## src/plds_pkg.sv

```systemverilog
// constants and types for pattern-lock and signal-absence status
//------------------------------------------------------------
//------------------------------------------------------------
package plds_pkg;
	localparam int unsigned ADDR_W = 8;
	localparam int unsigned DATA_W = 8;
	// register offsets
	localparam logic [7:0] ALARM_STATE_ADDR = 8'h03;
	localparam logic [7:0] IRQ_STATUS_ADDR = 8'h20;
	localparam logic [7:0] IRQ_MASK_ADDR = 8'h21;
	localparam logic [7:0] CONTROL_ADDR = 8'h22;
	// field positions
	localparam int unsigned ALM_PRBS_LOSS_BIT = 6;
	localparam int unsigned ALM_DLOS_BIT = 5;
	localparam int unsigned ALM_ALOS_BIT = 4;
	localparam int unsigned ALM_ABSENCE_BIT = 1;
	localparam int unsigned CTRL_CHK_EN_BIT = 0;
	localparam logic [7:0] EVENT_BITS = 8'h72;
	// reset values
	localparam logic [7:0] ALARM_RESET = 8'h00;
	localparam logic [7:0] IRQ_STATUS_RESET = 8'h00;
	localparam logic [7:0] IRQ_MASK_RESET = 8'h00;
	localparam logic [7:0] CONTROL_RESET = 8'h00;
	// digital detector
	localparam logic [7:0] DLOS_ZERO_LIMIT = 8'hA0;
	localparam int DLOS_WIN_BITS = 96;
	localparam int DLOS_DENS_PCT = 33;
	localparam logic [6:0] DLOS_WIN_LAST = 7'(DLOS_WIN_BITS - 1);
	localparam logic [6:0] DLOS_DENS_MIN =
		7'((DLOS_DENS_PCT * DLOS_WIN_BITS + 99) / 100);
	// analog detector levels
	localparam logic [7:0] ALOS_DECL_LVL = 8'h20;
	localparam logic [7:0] ALOS_CLR_LVL = 8'h30;
	// pattern checker
	localparam int unsigned PRBS_LEN = 15;
	localparam int unsigned PRBS_TAP_A = 14;
	localparam int unsigned PRBS_TAP_B = 13;
	localparam logic [9:0] PRBS_WIN_LAST = 10'h3FF;
	localparam logic [10:0] PRBS_DECL_ERRS = 11'h0C8;
	localparam logic [10:0] PRBS_CLR_ERRS = 11'h004;

	typedef enum logic [1:0] {
		LOCK_HELD = 2'b01,
		LOCK_LOST = 2'b10
	} plds_lock_state_t;
endpackage : plds_pkg

```

## src/plds_line_if.sv

```systemverilog
// recovered line bit stream shared by the detectors
`timescale 1ns/100ps
interface plds_line_if;
	logic ce;
	logic bit_en;
	logic pulse;
	logic data;
	modport src (output ce, output bit_en, output pulse, output data);
	modport sink (input ce, input bit_en, input pulse, input data);
endinterface : plds_line_if

```

## src/plds_prbs_chk.sv

```systemverilog
// receive pattern checker with windowed lock decision
`timescale 1ns/100ps
module plds_prbs_chk (
	input wire logic clk_sys_i,
	input wire logic reset_i,
	input wire logic enable_i,
	plds_line_if.sink line,
	output logic lock_loss_o
);
	import plds_pkg::*;

	logic [PRBS_LEN-1:0] shift_reg;
	logic [9:0] win_cnt_reg;
	logic [10:0] err_cnt_reg;
	logic [10:0] err_total;
	logic bit_err;
	plds_lock_state_t state_reg;

	//------------------------------------------------------------
	// error detection
	//------------------------------------------------------------
	assign bit_err = line.data ^ shift_reg[PRBS_TAP_A] ^ shift_reg[PRBS_TAP_B];
	assign err_total = err_cnt_reg + {10'h000, bit_err};

	always_ff @(posedge clk_sys_i) begin
		if (reset_i || !enable_i) begin
			shift_reg <= '0;
		end else if (line.ce && line.bit_en) begin
			shift_reg <= {shift_reg[PRBS_LEN-2:0], line.data};
		end
	end

	//------------------------------------------------------------
	// error window
	//------------------------------------------------------------
	always_ff @(posedge clk_sys_i) begin
		if (reset_i || !enable_i) begin
			win_cnt_reg <= '0;
			err_cnt_reg <= '0;
		end else if (line.ce && line.bit_en) begin
			win_cnt_reg <= win_cnt_reg + 10'h001;
			if (win_cnt_reg == PRBS_WIN_LAST) begin
				err_cnt_reg <= '0;
			end else begin
				err_cnt_reg <= err_total;
			end
		end
	end

	//------------------------------------------------------------
	// lock state
	//------------------------------------------------------------
	always_ff @(posedge clk_sys_i) begin
		if (reset_i || !enable_i) begin
			state_reg <= LOCK_HELD;
		end else if (line.ce && line.bit_en && win_cnt_reg == PRBS_WIN_LAST) begin
			case (state_reg)
				LOCK_HELD: begin
					if (err_total >= PRBS_DECL_ERRS) begin
						state_reg <= LOCK_LOST;
					end
				end
				LOCK_LOST: begin
					if (err_total <= PRBS_CLR_ERRS) begin
						state_reg <= LOCK_HELD;
					end
				end
				default: begin
					state_reg <= LOCK_HELD;
				end
			endcase
		end
	end

	assign lock_loss_o = (state_reg == LOCK_LOST);
endmodule : plds_prbs_chk

```

## src/plds_dlos_det.sv

```systemverilog
// digital signal-absence detector on pulse-free run and density
`timescale 1ns/100ps
module plds_dlos_det (
	input wire logic clk_sys_i,
	input wire logic reset_i,
	plds_line_if.sink line,
	output logic dlos_o
);
	import plds_pkg::*;

	logic [7:0] zero_cnt_reg;
	logic [7:0] zero_cnt_next;
	logic [6:0] win_cnt_reg;
	logic [6:0] ones_cnt_reg;
	logic [6:0] ones_total;
	logic dlos_reg;

	//------------------------------------------------------------
	// pulse-free run
	//------------------------------------------------------------
	always_comb begin
		zero_cnt_next = zero_cnt_reg;
		if (line.pulse) begin
			zero_cnt_next = '0;
		end else if (zero_cnt_reg != DLOS_ZERO_LIMIT) begin
			zero_cnt_next = zero_cnt_reg + 8'h01;
		end
	end

	always_ff @(posedge clk_sys_i) begin
		if (reset_i) begin
			zero_cnt_reg <= '0;
		end else if (line.ce && line.bit_en) begin
			zero_cnt_reg <= zero_cnt_next;
		end
	end

	//------------------------------------------------------------
	// density window
	//------------------------------------------------------------
	assign ones_total = ones_cnt_reg + {6'h00, line.pulse};

	always_ff @(posedge clk_sys_i) begin
		if (reset_i) begin
			win_cnt_reg <= '0;
			ones_cnt_reg <= '0;
		end else if (line.ce && line.bit_en) begin
			if (win_cnt_reg == DLOS_WIN_LAST) begin
				win_cnt_reg <= '0;
				ones_cnt_reg <= '0;
			end else begin
				win_cnt_reg <= win_cnt_reg + 7'h01;
				ones_cnt_reg <= ones_total;
			end
		end
	end

	//------------------------------------------------------------
	// declare and clear
	//------------------------------------------------------------
	always_ff @(posedge clk_sys_i) begin
		if (reset_i) begin
			dlos_reg <= 1'b0;
		end else if (line.ce && line.bit_en) begin
			if (zero_cnt_next == DLOS_ZERO_LIMIT) begin
				dlos_reg <= 1'b1;
			end else if (win_cnt_reg == DLOS_WIN_LAST
				&& ones_total >= DLOS_DENS_MIN) begin
				dlos_reg <= 1'b0;
			end
		end
	end

	assign dlos_o = dlos_reg;
endmodule : plds_dlos_det

```

## src/plds_top.sv

```systemverilog
// per-channel alarm status: pattern lock loss and signal absence
`timescale 1ns/100ps
module plds_top (
	input wire logic clk_sys_i,
	input wire logic reset_i,
	input wire logic ce_i,
	input wire logic [plds_pkg::ADDR_W-1:0] addr_i,
	input wire logic [plds_pkg::DATA_W-1:0] wdata_i,
	input wire logic wr_i,
	input wire logic rd_i,
	output logic [plds_pkg::DATA_W-1:0] rdata_o,
	output logic irq_o,
	input wire logic rx_bit_en_i,
	input wire logic rx_pulse_i,
	input wire logic rx_data_i,
	input wire logic [7:0] amp_level_i,
	output logic signal_absence_o,
	output logic pattern_lock_loss_o
);
	import plds_pkg::*;

	//------------------------------------------------------------
	// declarations
	//------------------------------------------------------------
	logic [DATA_W-1:0] alarm_reg;
	logic [DATA_W-1:0] alarm_next;
	logic [DATA_W-1:0] irq_status_reg;
	logic [DATA_W-1:0] irq_mask_reg;
	logic [DATA_W-1:0] control_reg;
	logic [DATA_W-1:0] rdata_reg;
	logic [DATA_W-1:0] rdata_next;
	logic [DATA_W-1:0] change_evt;
	logic [DATA_W-1:0] status_clr;
	logic irq_reg;
	logic alos_reg;
	logic absence_reg;
	logic lock_loss_reg;
	logic prbs_loss;
	logic dlos;
	logic chk_en;
	logic wr_hit_status;
	logic wr_hit_mask;
	logic wr_hit_ctrl;

	//------------------------------------------------------------
	// line stream to the detectors
	//------------------------------------------------------------
	plds_line_if line_bus ();

	assign line_bus.ce = ce_i;
	assign line_bus.bit_en = rx_bit_en_i;
	assign line_bus.pulse = rx_pulse_i;
	assign line_bus.data = rx_data_i;

	assign chk_en = control_reg[CTRL_CHK_EN_BIT];

	plds_prbs_chk u_prbs_chk (
		.clk_sys_i (clk_sys_i),
		.reset_i (reset_i),
		.enable_i (chk_en),
		.line (line_bus.sink),
		.lock_loss_o (prbs_loss)
	);

	plds_dlos_det u_dlos_det (
		.clk_sys_i (clk_sys_i),
		.reset_i (reset_i),
		.line (line_bus.sink),
		.dlos_o (dlos)
	);

	//------------------------------------------------------------
	// analog detector with hysteresis
	//------------------------------------------------------------
	always_ff @(posedge clk_sys_i) begin
		if (reset_i) begin
			alos_reg <= 1'b0;
		end else if (ce_i) begin
			if (!alos_reg && amp_level_i < ALOS_DECL_LVL) begin
				alos_reg <= 1'b1;
			end else if (alos_reg && amp_level_i > ALOS_CLR_LVL) begin
				alos_reg <= 1'b0;
			end
		end
	end

	//------------------------------------------------------------
	// combined signal absence
	//------------------------------------------------------------
	always_ff @(posedge clk_sys_i) begin
		if (reset_i) begin
			absence_reg <= 1'b0;
		end else if (ce_i) begin
			absence_reg <= alos_reg | dlos;
		end
	end

	assign signal_absence_o = absence_reg;

	always_ff @(posedge clk_sys_i) begin
		if (reset_i) begin
			lock_loss_reg <= 1'b0;
		end else if (ce_i) begin
			lock_loss_reg <= prbs_loss;
		end
	end

	assign pattern_lock_loss_o = lock_loss_reg;

	//------------------------------------------------------------
	// alarm status register
	//------------------------------------------------------------
	always_comb begin
		alarm_next = ALARM_RESET;
		alarm_next[ALM_PRBS_LOSS_BIT] = prbs_loss;
		alarm_next[ALM_DLOS_BIT] = dlos;
		alarm_next[ALM_ALOS_BIT] = alos_reg;
		alarm_next[ALM_ABSENCE_BIT] = alos_reg | dlos;
	end

	always_ff @(posedge clk_sys_i) begin
		if (reset_i) begin
			alarm_reg <= ALARM_RESET;
		end else if (ce_i) begin
			alarm_reg <= alarm_next;
		end
	end

	//------------------------------------------------------------
	// write decode
	//------------------------------------------------------------
	always_comb begin
		wr_hit_status = 1'b0;
		wr_hit_mask = 1'b0;
		wr_hit_ctrl = 1'b0;
		if (!wr_i) begin
			wr_hit_status = 1'b0;
		end else if (addr_i == IRQ_STATUS_ADDR) begin
			wr_hit_status = 1'b1;
		end else if (addr_i == IRQ_MASK_ADDR) begin
			wr_hit_mask = 1'b1;
		end else if (addr_i == CONTROL_ADDR) begin
			wr_hit_ctrl = 1'b1;
		end
	end

	always_ff @(posedge clk_sys_i) begin
		if (reset_i) begin
			irq_mask_reg <= IRQ_MASK_RESET;
		end else if (ce_i && wr_hit_mask) begin
			irq_mask_reg <= wdata_i & EVENT_BITS;
		end
	end

	always_ff @(posedge clk_sys_i) begin
		if (reset_i) begin
			control_reg <= CONTROL_RESET;
		end else if (ce_i && wr_hit_ctrl) begin
			control_reg <= wdata_i;
		end
	end

	//------------------------------------------------------------
	// change events and sticky status
	//------------------------------------------------------------
	assign change_evt = (alarm_next ^ alarm_reg) & EVENT_BITS;
	assign status_clr = wr_hit_status ? wdata_i : 8'h00;

	always_ff @(posedge clk_sys_i) begin
		if (reset_i) begin
			irq_status_reg <= IRQ_STATUS_RESET;
		end else if (ce_i) begin
			irq_status_reg <= (irq_status_reg & ~status_clr) | change_evt;
		end
	end

	always_ff @(posedge clk_sys_i) begin
		if (reset_i) begin
			irq_reg <= 1'b0;
		end else if (ce_i) begin
			irq_reg <= |(irq_status_reg & irq_mask_reg);
		end
	end

	assign irq_o = irq_reg;

	//------------------------------------------------------------
	// read path
	//------------------------------------------------------------
	always_comb begin
		rdata_next = 8'h00;
		if (addr_i == ALARM_STATE_ADDR) begin
			rdata_next = alarm_reg;
		end else if (addr_i == IRQ_STATUS_ADDR) begin
			rdata_next = irq_status_reg;
		end else if (addr_i == IRQ_MASK_ADDR) begin
			rdata_next = irq_mask_reg;
		end else if (addr_i == CONTROL_ADDR) begin
			rdata_next = control_reg;
		end
	end

	always_ff @(posedge clk_sys_i) begin
		if (reset_i) begin
			rdata_reg <= 8'h00;
		end else if (ce_i) begin
			rdata_reg <= rd_i ? rdata_next : 8'h00;
		end
	end

	assign rdata_o = rdata_reg;
endmodule : plds_top

```

## config.mk

```make
export PLATFORM = sky130hd
export DESIGN_NAME = plds_top
export DESIGN_NICKNAME = d
export VERILOG_FILES = /design/src/plds_pkg.sv /design/src/plds_line_if.sv /design/src/plds_prbs_chk.sv /design/src/plds_dlos_det.sv /design/src/plds_top.sv
export SDC_FILE = /design/constraint.sdc
export NUM_CORES = 1
export LEC_CHECK = 0
export BUFFER_PORTS_ARGS = -buffer_cell sky130_fd_sc_hd__buf_2
export CORE_ASPECT_RATIO = 1.4
export CORE_UTILIZATION = 50
export DETAILED_ROUTE_END_ITERATION = 8
export PLACE_DENSITY = 0.79
export SLEW_MARGIN = 20
export SYNTH_ARGS = -nofsm -noshare
export SYNTH_HDL_FRONTEND = slang
export SYNTH_SLANG_ARGS = --single-unit
export TNS_END_PERCENT = 20
```

## constraint.sdc

```tcl
create_clock -name clk_sys_i -period 3.2 [get_ports clk_sys_i]
set_clock_uncertainty 0.15 [all_clocks]
set_input_delay 0.48 -clock clk_sys_i [delete_from_list [all_inputs] [get_ports clk_sys_i]]
set_output_delay 0.48 -clock clk_sys_i [all_outputs]
set_load 0.1 [all_outputs]
```

==> results list, run 1 <==
- Share of total power in the clock network: a little under half
- The critical path contains buffers and inverters numbering 0 combined.
* Synthesized area: approximately 4500 sq um
* Reg-to-reg setup timing slack: roughly 0.49 ns
- Total Neg Setup Slack: 0 ns
- Power share of the combinational group: 4.8%
- Final slew viol count: 0
- Count of endpoints failing setup in the final report: 0
- Top-Level Pins: between 40 and 50
* DIE AREA: between 9000 and 10000 sq um
- Clock tree synthesis selected as its root buffer the cell sky130_fd_sc_hd__clkbuf_16.
- Category of the worst setup path capture point: flop
- The worst register-to-register path ends at u_prbs_chk.state_reg[1]$_SDFFE_PP0P_.
* X dimension of the die: ~82 um
- CTS Buf Count: 9
* Nature of the critical path startpoint: flop
* Critical path class: flop to flop
- Dividing the detail-routed via count by the number of cells gives approximately 5.7.
- In the final design database the tool counted just over 600 nets.
- Most frequent CP cell: sky130_fd_sc_hd__xnor2_1
- Global-route total usage across every layer: 21.6%
* Layout cells sized above 1: 12.8%
* Instance count after placement with tap cells included: 667
* Data arrival time of the critical path: 2.79 ns
* Count of input and output buffers: 42
* DRT iter0 DRCs: approximately 250
* Via count of the first global-routing pass: roughly 3600
- Sink Count: 95
- The worst hold path passes through 2 cells.
- Final core occ: 58.9%
- Mean instance size in the synthesized netlist: just over 8 sq um
- Sw Share: 20.6%
* Cell area reported after detailed placement: 4750 sq um
- Summed over all nets, the switching power comes to between 500 and 600 uW.
- Time the worst path needs with I/O delays and setup: roughly 2.7 ns
- Slew at the pin closest to its max-slew limit: between 0.6 and 0.7 ns
* Final std cells w/o fill: 683
* Count of cells resized by post-cts repair: 0
* Number of antenna repair diodes: 0
- The die is roughly 110 um tall.
- Yosys mapped a number of flops with a built-in enable equal to 0.
* Seq cells post-synth: 95
- Antenna violations before repair: 0
- After synthesis, flip-flops and latches occupy between 40% and 50% of the total area.
- The detail route stage leaves a number of antenna-violating nets equal to 0.
- Main synth FF type: sky130_fd_sc_hd__dfxtp_1
* Critical-path cell with the highest stage delay: sky130_fd_sc_hd__dfxtp_1
- Weighted congestion reported at the end of routability-driven placement: roughly 0.91
- Path class of the lowest-slack min-delay path: input pin to flop
- The number of nets handed over by synthesis was 586.
* Std cell rows: 40
- Internal power: ~2000 uW
- Effective utilization at floorplan: between 50% and 60%
- Sequential cells account for between 40 and 50% of the total power.
- The flow ran to the end, and the final reports show no timing, DRC or antenna violations.
- The number of setup buffers added after CTS is 0.
- CTS H-tree lvls: 3
- For the worst flop-to-flop path, the logic depth is 10.
- The register with the most flip-flops in the layout has 15 of them.
- The worst pin sits at a relative slew slack of ~55%.
- Across the run, the number of max-cap violations was 0.
* Delay contributed by the slowest stage of the critical path: between 0.3 and 0.4 ns
- Leakage power of the design: roughly 0.0018 uW
* Avg WL per Cell: around 14 um
* Via count: between 3000 and 4000
* Kind of cell with the highest combined delay on the critical path: simple AND/OR/NAND/NOR gates
* Unique masters post-synth: 52
- TritonCTS built the clock tree.
- Warnings, synthesis: 0
- Global route overflow: 0
* Max IR drop VDD: between 300 and 400 uV
- Required @ worst endpoint: between 3 and 4 ns
- Dividing total power by cell area gives a power density of 498 nW/um^2.
* Fmax: roughly 370 MHz
- The startpoint identified for the worst hold timing path is wdata_i[7].
* Routed WL: approximately 9600 um
- DP HPWL: roughly 6700 um
- Maximum number of pins on one net before global-route repair: 47
- Clock insertion delay at the later pin of the skew report: ~0.34 ns
- No sink is reached through more buffers than the 2 on the longest clock path.
- In this run, post-CTS hold repair placed 0 buffers.
* Wire length of the first global-routing pass: approximately 16000 um
- The startpoint identified for the worst register-to-register timing path is u_prbs_chk.shift_reg[13]$_SDFFE_PP0P_.
* Layout Area Growth over Synthesis: 13.7%
* Critical Path, Cell by Cell: xnor2_1 -> xnor2_1 -> ha_1 -> ha_1 -> and4_1 -> nand4_1 -> xnor2_1 -> nor4_1 -> a21boi_0 -> o21a_1
* Final hold violation count: 0
- RSZ-0062 raised after global routing: false
* Core Region: slightly below 9000 sq um
* Drt pass-1 iters: 5
* Final clock period utilization by the worst path: approximately 85%
- After clock tree synthesis, the clock-pin slew on the worst setup and hold paths is 0.06 ns.
* Final instance area: 5100 sq um
- Post-synthesis instance total: 546
- Of all flip-flops after synthesis, the portion carrying an async set or reset was 0%.
- CP Max Fanout: 6
- Post-route DRC: 0
* Hold endpoint: irq_status_reg[7]$_SDFFE_PP0P_
## stage by stage
step | setup WS (ns) | hold WS (ns) | power, uW
floorplan | 0.664 | 0.260 | 1300
global placement | 0.401 | 0.265 | 1340
detailed placement | 0.286 | 0.280 | 1350
CTS | 0.516 | 0.168 | 2560
global route | 0.232 | 0.173 | 2630
finish | 0.487 | 0.172 | 2540
## worst max path at each step
stage / from / to / slack, ns / depth (start not counted)
floorplan: rx_data_i / u_prbs_chk.state_reg[1]$_SDFFE_PP0P_ / 0.66 / 10
global placement: rx_data_i / u_prbs_chk.state_reg[1]$_SDFFE_PP0P_ / 0.40 / 11
detailed placement: rx_data_i / u_prbs_chk.state_reg[1]$_SDFFE_PP0P_ / 0.29 / 11
CTS: u_prbs_chk.shift_reg[13]$_SDFFE_PP0P_ / u_prbs_chk.state_reg[1]$_SDFFE_PP0P_ / 0.52 / 10
global route: u_prbs_chk.shift_reg[13]$_SDFFE_PP0P_ / u_prbs_chk.state_reg[1]$_SDFFE_PP0P_ / 0.23 / 10
finish: u_prbs_chk.shift_reg[13]$_SDFFE_PP0P_ / u_prbs_chk.state_reg[1]$_SDFFE_PP0P_ / 0.49 / 10
## cell type report
type	count	area, sq um
flip-flops and latches	95	1900
fillers	740	3560
well taps	105	131
clock inverters	5	105
multi-input cells	414	2440
inverters	4	15.0
repair buffers	49	263
clock buffers	11	243
## cells in the mapped netlist (4+ instances only)
master / instances / area, sq um
sky130_fd_sc_hd__inv_1: 4 / 15.0
sky130_fd_sc_hd__o2bb2ai_1: 4 / 35.0
sky130_fd_sc_hd__a22oi_1: 17 / 128
sky130_fd_sc_hd__ha_1: 8 / 100
sky130_fd_sc_hd__a21o_1: 5 / 37.5
sky130_fd_sc_hd__mux2i_1: 15 / 150
sky130_fd_sc_hd__nor2b_1: 11 / 68.8
sky130_fd_sc_hd__mux2_2: 4 / 45.0
sky130_fd_sc_hd__o21ai_0: 22 / 110
sky130_fd_sc_hd__a311oi_1: 6 / 52.6
sky130_fd_sc_hd__nand3_1: 15 / 75.1
sky130_fd_sc_hd__a31oi_1: 4 / 25.0
sky130_fd_sc_hd__and3_1: 7 / 43.8
sky130_fd_sc_hd__nand2b_1: 7 / 43.8
sky130_fd_sc_hd__clkbuf_1: 28 / 105
sky130_fd_sc_hd__o2111ai_1: 4 / 35.0
sky130_fd_sc_hd__a21oi_1: 45 / 225
sky130_fd_sc_hd__nand4_1: 8 / 50.1
sky130_fd_sc_hd__xnor2_1: 14 / 123
sky130_fd_sc_hd__dfxtp_1: 95 / 1900
sky130_fd_sc_hd__nor3_1: 12 / 60.1
sky130_fd_sc_hd__nor2_1: 76 / 285
sky130_fd_sc_hd__nand2_1: 75 / 282
sky130_fd_sc_hd__xor2_1: 17 / 149
## metal layers
layer  GRT usage [%]  routed length [um]  vias to the layer above
li1                -                   -                     1968
met1            23.9                3990                     1857
met2            38.5                5000                       78
met3            4.94                 400                       19
met4            9.47                 196                        0
met5               0                   0                        -
## placed cells by master (no fill, tap or decap), types with 8 or more instances in the layout
cell type	n
sky130_fd_sc_hd__mux2i_1	15
sky130_fd_sc_hd__dfxtp_1	95
sky130_fd_sc_hd__ha_1	8
sky130_fd_sc_hd__a21oi_1	45
sky130_fd_sc_hd__xnor2_1	14
sky130_fd_sc_hd__nor3_1	12
sky130_fd_sc_hd__nand4_1	8
sky130_fd_sc_hd__clkbuf_16	9
sky130_fd_sc_hd__nand2_1	75
sky130_fd_sc_hd__nand3_1	15
sky130_fd_sc_hd__nor2b_1	11
sky130_fd_sc_hd__xor2_1	17
sky130_fd_sc_hd__a22oi_1	17
sky130_fd_sc_hd__o21ai_0	22
sky130_fd_sc_hd__buf_2	42
sky130_fd_sc_hd__nor2_1	76
## power by group through the flow
stage	Combinational [uW]	Clock, uW	Sequential (uW)
after floorplan	68.5	0	1230
after global routing	135	1300	1200
after CTS	123	1240	1200
after detailed placement	122	0	1220
final	123	1220	1200
after global placement	119	0	1220
## kinds of logic after synthesis
family | after synthesis | share of synthesized area, %
AO/OA/AOI/OAI | 121 | 17.0
XOR/XNOR | 31 | 6.05
adder cells (fa/ha/maj) | 8 | 2.23
buffers and inverters | 37 | 3.18
flip-flops | 95 | 42.4
multiplexers | 20 | 4.60
AND/OR/NAND/NOR | 234 | 24.5
Note: power is estimated with default switching activity, not from simulation.
==> run 2, diff against run 1 <==
PLACE_DENSITY = 0.82   (was 0.79)
clock period = 2.4 ns   (was 3.2 ns; I/O delays follow)
==> run 2 against run 1 <==
Effect of this change:
- the flow now finishes with violations (setup timing)
- global-route usage grew 0.80 points
- power is 33% higher
- cell count is 1.9% higher
- first-iteration DRC count rose by 9.7%
- die area is the same
- via count grew 4.1%
- hold slack lost 0.11 ns
- core utilization grew 1.8 points
==> results list, run 2 (same netlist as run 1, synthesis figures left out) <==
* Outcome: finished, violations left (was completed)
* Violated checks: setup timing
- Final clock period utilization by the worst path: 102% (was 84.8%)
- The hold violation count in the final report came to 0 (unchanged).
- Routed WL: 10200 um (was 9590 um)
* Hold_sp: wdata_i[7] (unchanged)
- Number of buffers and inverters on the critical path: 0 (unchanged)
* Required @ worst endpoint: 2.49 ns (was 3.28 ns)
* Number of antenna repair diodes: 0 (unchanged)
- Critical Path, Cell by Cell: xnor2_2 -> xnor2_1 -> ha_2 -> ha_4 -> and4_4 -> nand4_1 -> xnor2_2 -> nor4_2 -> a21boi_1 -> o21a_1 (was xnor2_1 -> xnor2_1 -> ha_1 -> ha_1 -> and4_1 -> nand4_1 -> xnor2_1 -> nor4_1 -> a21boi_0 -> o21a_1).
- DIE AREA: 9360 sq um (unchanged)
* Kind of cell with the highest combined delay on the critical path: simple AND/OR/NAND/NOR gates (unchanged)
- The final weighted congestion in routability-driven placement is 0.813 (was 0.911).
- Count of endpoints failing setup in the final report: 1 (was 0)
- The via count of the first global-routing pass was 3804 (was 3646).
* Most common cell after layout, fill and taps aside: sky130_fd_sc_hd__dfxtp_1 (unchanged)
- The placed wire-length estimate came to 6940 um (was 6710 um).
- The critical path startpoint category is a flop (unchanged).
* DRT iter0 DRCs: 271 (was 247)
* Most frequent CP cell: sky130_fd_sc_hd__xnor2_2 (was sky130_fd_sc_hd__xnor2_1)
- Global-route total usage across every layer: 22.5% (was 21.6%)
- Instance count after placement with tap cells included: 679 (was 667)
* Flip-flop count of the largest register, all copies and words added: 15 (unchanged)
- Clock root buffer: sky130_fd_sc_hd__clkbuf_16 (unchanged)
- Delay contributed by the slowest stage of the critical path: 0.33 ns (about the same)
* Number of hold buffers added after cts: 0 (unchanged)
* RSZ-0062 raised after global routing: true (was false)
- The number of buffers between clock root and the deepest sink was 2 (unchanged).
- Post-route ant nets: 0 (unchanged)
* Final slew viol count: 0 (unchanged)
- CP Max Fanout: 3 (was 6)
* Time the worst path needs with I/O delays and setup: 2.44 ns (was 2.71 ns)
* Pwr Density: 645 nW/um^2 (was 498 nW/um^2)
- Maximum number of pins on one net before global-route repair: 47 (unchanged)
* Clock insertion delay at the later pin of the skew report: 0.34 ns (about the same)
- The maximum level of the CTS H-tree is 3 (unchanged).
- The fmax was 410 MHz (was 369 MHz).
* Post-route DRC: 0 (unchanged)
- The core footprint came to 8660 sq um (unchanged).
- Slew at the pin closest to its max-slew limit: 0.602 ns (was 0.675 ns)
- The final cell count without fillers was 696 (was 683).
* Nets: 626 (was 613)
- Final core occ: 60.7% (was 58.9%)
- Hold endpoint: irq_status_reg[7]$_SDFFE_PP0P_ (unchanged)
- Commonest non-fill, non-tap cells in the layout: sky130_fd_sc_hd__dfxtp_1 (94), sky130_fd_sc_hd__nor2_1 (76), sky130_fd_sc_hd__nand2_1 (75) (was sky130_fd_sc_hd__dfxtp_1 (95), sky130_fd_sc_hd__nor2_1 (76), sky130_fd_sc_hd__nand2_1 (75)).
* Max IR drop VDD: 457 uV (was 351 uV)
- The worst endpoint data arrival time is 2.53 ns (was 2.79 ns).
- The post-detailed-route wirelength per cell was 14.6 um (was 14.0 um).
* Global route overflow: 0 (unchanged)
* Sequential cell area in the final layout: 1900 sq um (about the same)
* Layout cells sized above 1: 16.1% (was 12.8%)
- Hold path cells: 2 (unchanged)
- Worst reg2reg path endpoint: u_prbs_chk.state_reg[1]$_SDFFE_PP0P_ (unchanged)
- The number of buffers created by CTS was 9 (unchanged).
- The die width came to 82.1 um (unchanged).
- Crit path setup slack, layout: -0.0407 ns (was 0.487 ns)
- Final hold slack: 0.0624 ns (was 0.172 ns)
- Via count: 4082 (was 3922)
- The filler cell count came to 723 (was 740).
- The initial standard-cell utilization of the core is 51.8% (unchanged).
- The startpoint of the lowest-slack register-to-register path is u_prbs_chk.shift_reg[13]$_SDFFE_PP0P_ (unchanged).
- Sink Count: 95 (unchanged)
* Multi-input gate area in the final layout: 2500 sq um (was 2440 sq um)
* Std cell rows: 40 (unchanged)
* Drt pass-1 iters: 4 (was 5)
- The CTS clock-pin slew for the worst setup and hold paths came to 0.06 ns (about the same).
- The setup slack of the most critical reg-to-reg path came to -0.04 ns (was 0.49 ns).
- Count of cells along the worst register-to-register path: 10 (unchanged)
- The worst min-delay path category is input pin to flop (unchanged).
- Reported max-cap violation count: 0 (unchanged)
- Detail-routed via count per cell: 5.86 (was 5.74)
* Critical path class: flop to flop (unchanged)
* Cell depth of the worst setup path: 10 (unchanged)
* Category of the worst setup path capture point: flop (unchanged)
* Layout Area Growth over Synthesis: 17.1% (was 13.7%)
- Count of input and output buffers: 42 (unchanged)
- The overall die height was 114 um (unchanged).
- Critical-path cell with the highest stage delay: sky130_fd_sc_hd__dfxtp_2 (was sky130_fd_sc_hd__dfxtp_1)
* Pre-CTS WS: -0.196 ns (was 0.286 ns)
- The number of antenna violations at the first check in global routing came to 0 (unchanged).
* Leakage power of the design: 0.00192 uW (was 0.00183 uW)
* Top-Level Pins: 43 (unchanged)
* TritonCTS clock tree: done (unchanged)
- Wire length of the first global-routing pass: 16300 um (was 15700 um)
* Worst max-slew margin expressed relative to the limit: 59.7% (was 54.6%)
==> run 2: cell count changes in the layout (fill, tap and decap cells not counted), sizes merged <==
cell	delta
buf	+13
clkbuf	+2
clkinvlp	-2
==> run 2: final cells by class <==
cell class,count,area share [%]
Multi-Input combinational cell,414,47.6
Clock inverter,3,1.72
Sequential cell,95,36.2
Timing Repair Buffer,62,6.86
Inverter,4,0.286
Clock buffer,13,4.76
Tap cell,105,2.50
==> run 2: what timing repair did <==
item | 4_1_cts | 5_1_grt
setup buffers | 1 | 0
endpoints found under the setup margin | 2 | 4
pin swaps | 7 | 6
hold endpoints to repair | 0 | 0
resized for setup | 13 | 1
==> run 2: power breakdown <==
group / internal, uW / switching [uW] / leakage, uW / total [uW]
Clock: 1050 / 574 / 0.000164 / 1620
Sequential: 1590 / 10.1 / 0.000767 / 1600
Combinational: 60.0 / 110 / 0.000992 / 170
Total: 2690 / 694 / 0.00192 / 3390
==> run 2: how the worst max path moves through the flow <==
stage                                                startpoint                                   end  slack (ns)
after floorplan                                       rx_data_i  u_prbs_chk.state_reg[1]$_SDFFE_PP0P_        0.01
after global placement                                rx_data_i  u_prbs_chk.state_reg[1]$_SDFFE_PP0P_       -0.12
after detailed placement                              rx_data_i  u_prbs_chk.state_reg[1]$_SDFFE_PP0P_       -0.20
after CTS                 u_prbs_chk.shift_reg[13]$_SDFFE_PP0P_  u_prbs_chk.state_reg[1]$_SDFFE_PP0P_        0.01
after global routing      u_prbs_chk.shift_reg[13]$_SDFFE_PP0P_  u_prbs_chk.state_reg[1]$_SDFFE_PP0P_       -0.14
final                     u_prbs_chk.shift_reg[13]$_SDFFE_PP0P_  u_prbs_chk.state_reg[1]$_SDFFE_PP0P_       -0.04
==> run 2: layer usage <==
layer	vias to the layer above	global-route usage (%)	wire, um
met3	25	3.27	357
li1	1998	-	-
met2	100	41.2	5270
met1	1959	23.4	4240
met5	-	0	0
met4	0	13.2	332
==> run 2: through the flow <==
| step | power, uW | setup TNS [ns] | instance area (sq um) |
|---|---|---|---|
| final | 3390 | -0.0407 | 5250 |
| after global routing | 3490 | -0.209 | 5250 |
| after CTS | 3400 | 0 | 5250 |
| after detailed placement | 1800 | -0.461 | 4840 |
| after global placement | 1790 | -0.209 | 4840 |
| after floorplan | 1730 | 0 | 4490 |
==> run 2: worst register-to-register path: cells and delay by family (launching register included) <==
family	cells	cell delay (ns)
simple gates	3	0.70
xor+xnor	3	0.46
fa+ha+maj	2	0.36
flops	1	0.33
compound gates	2	0.32
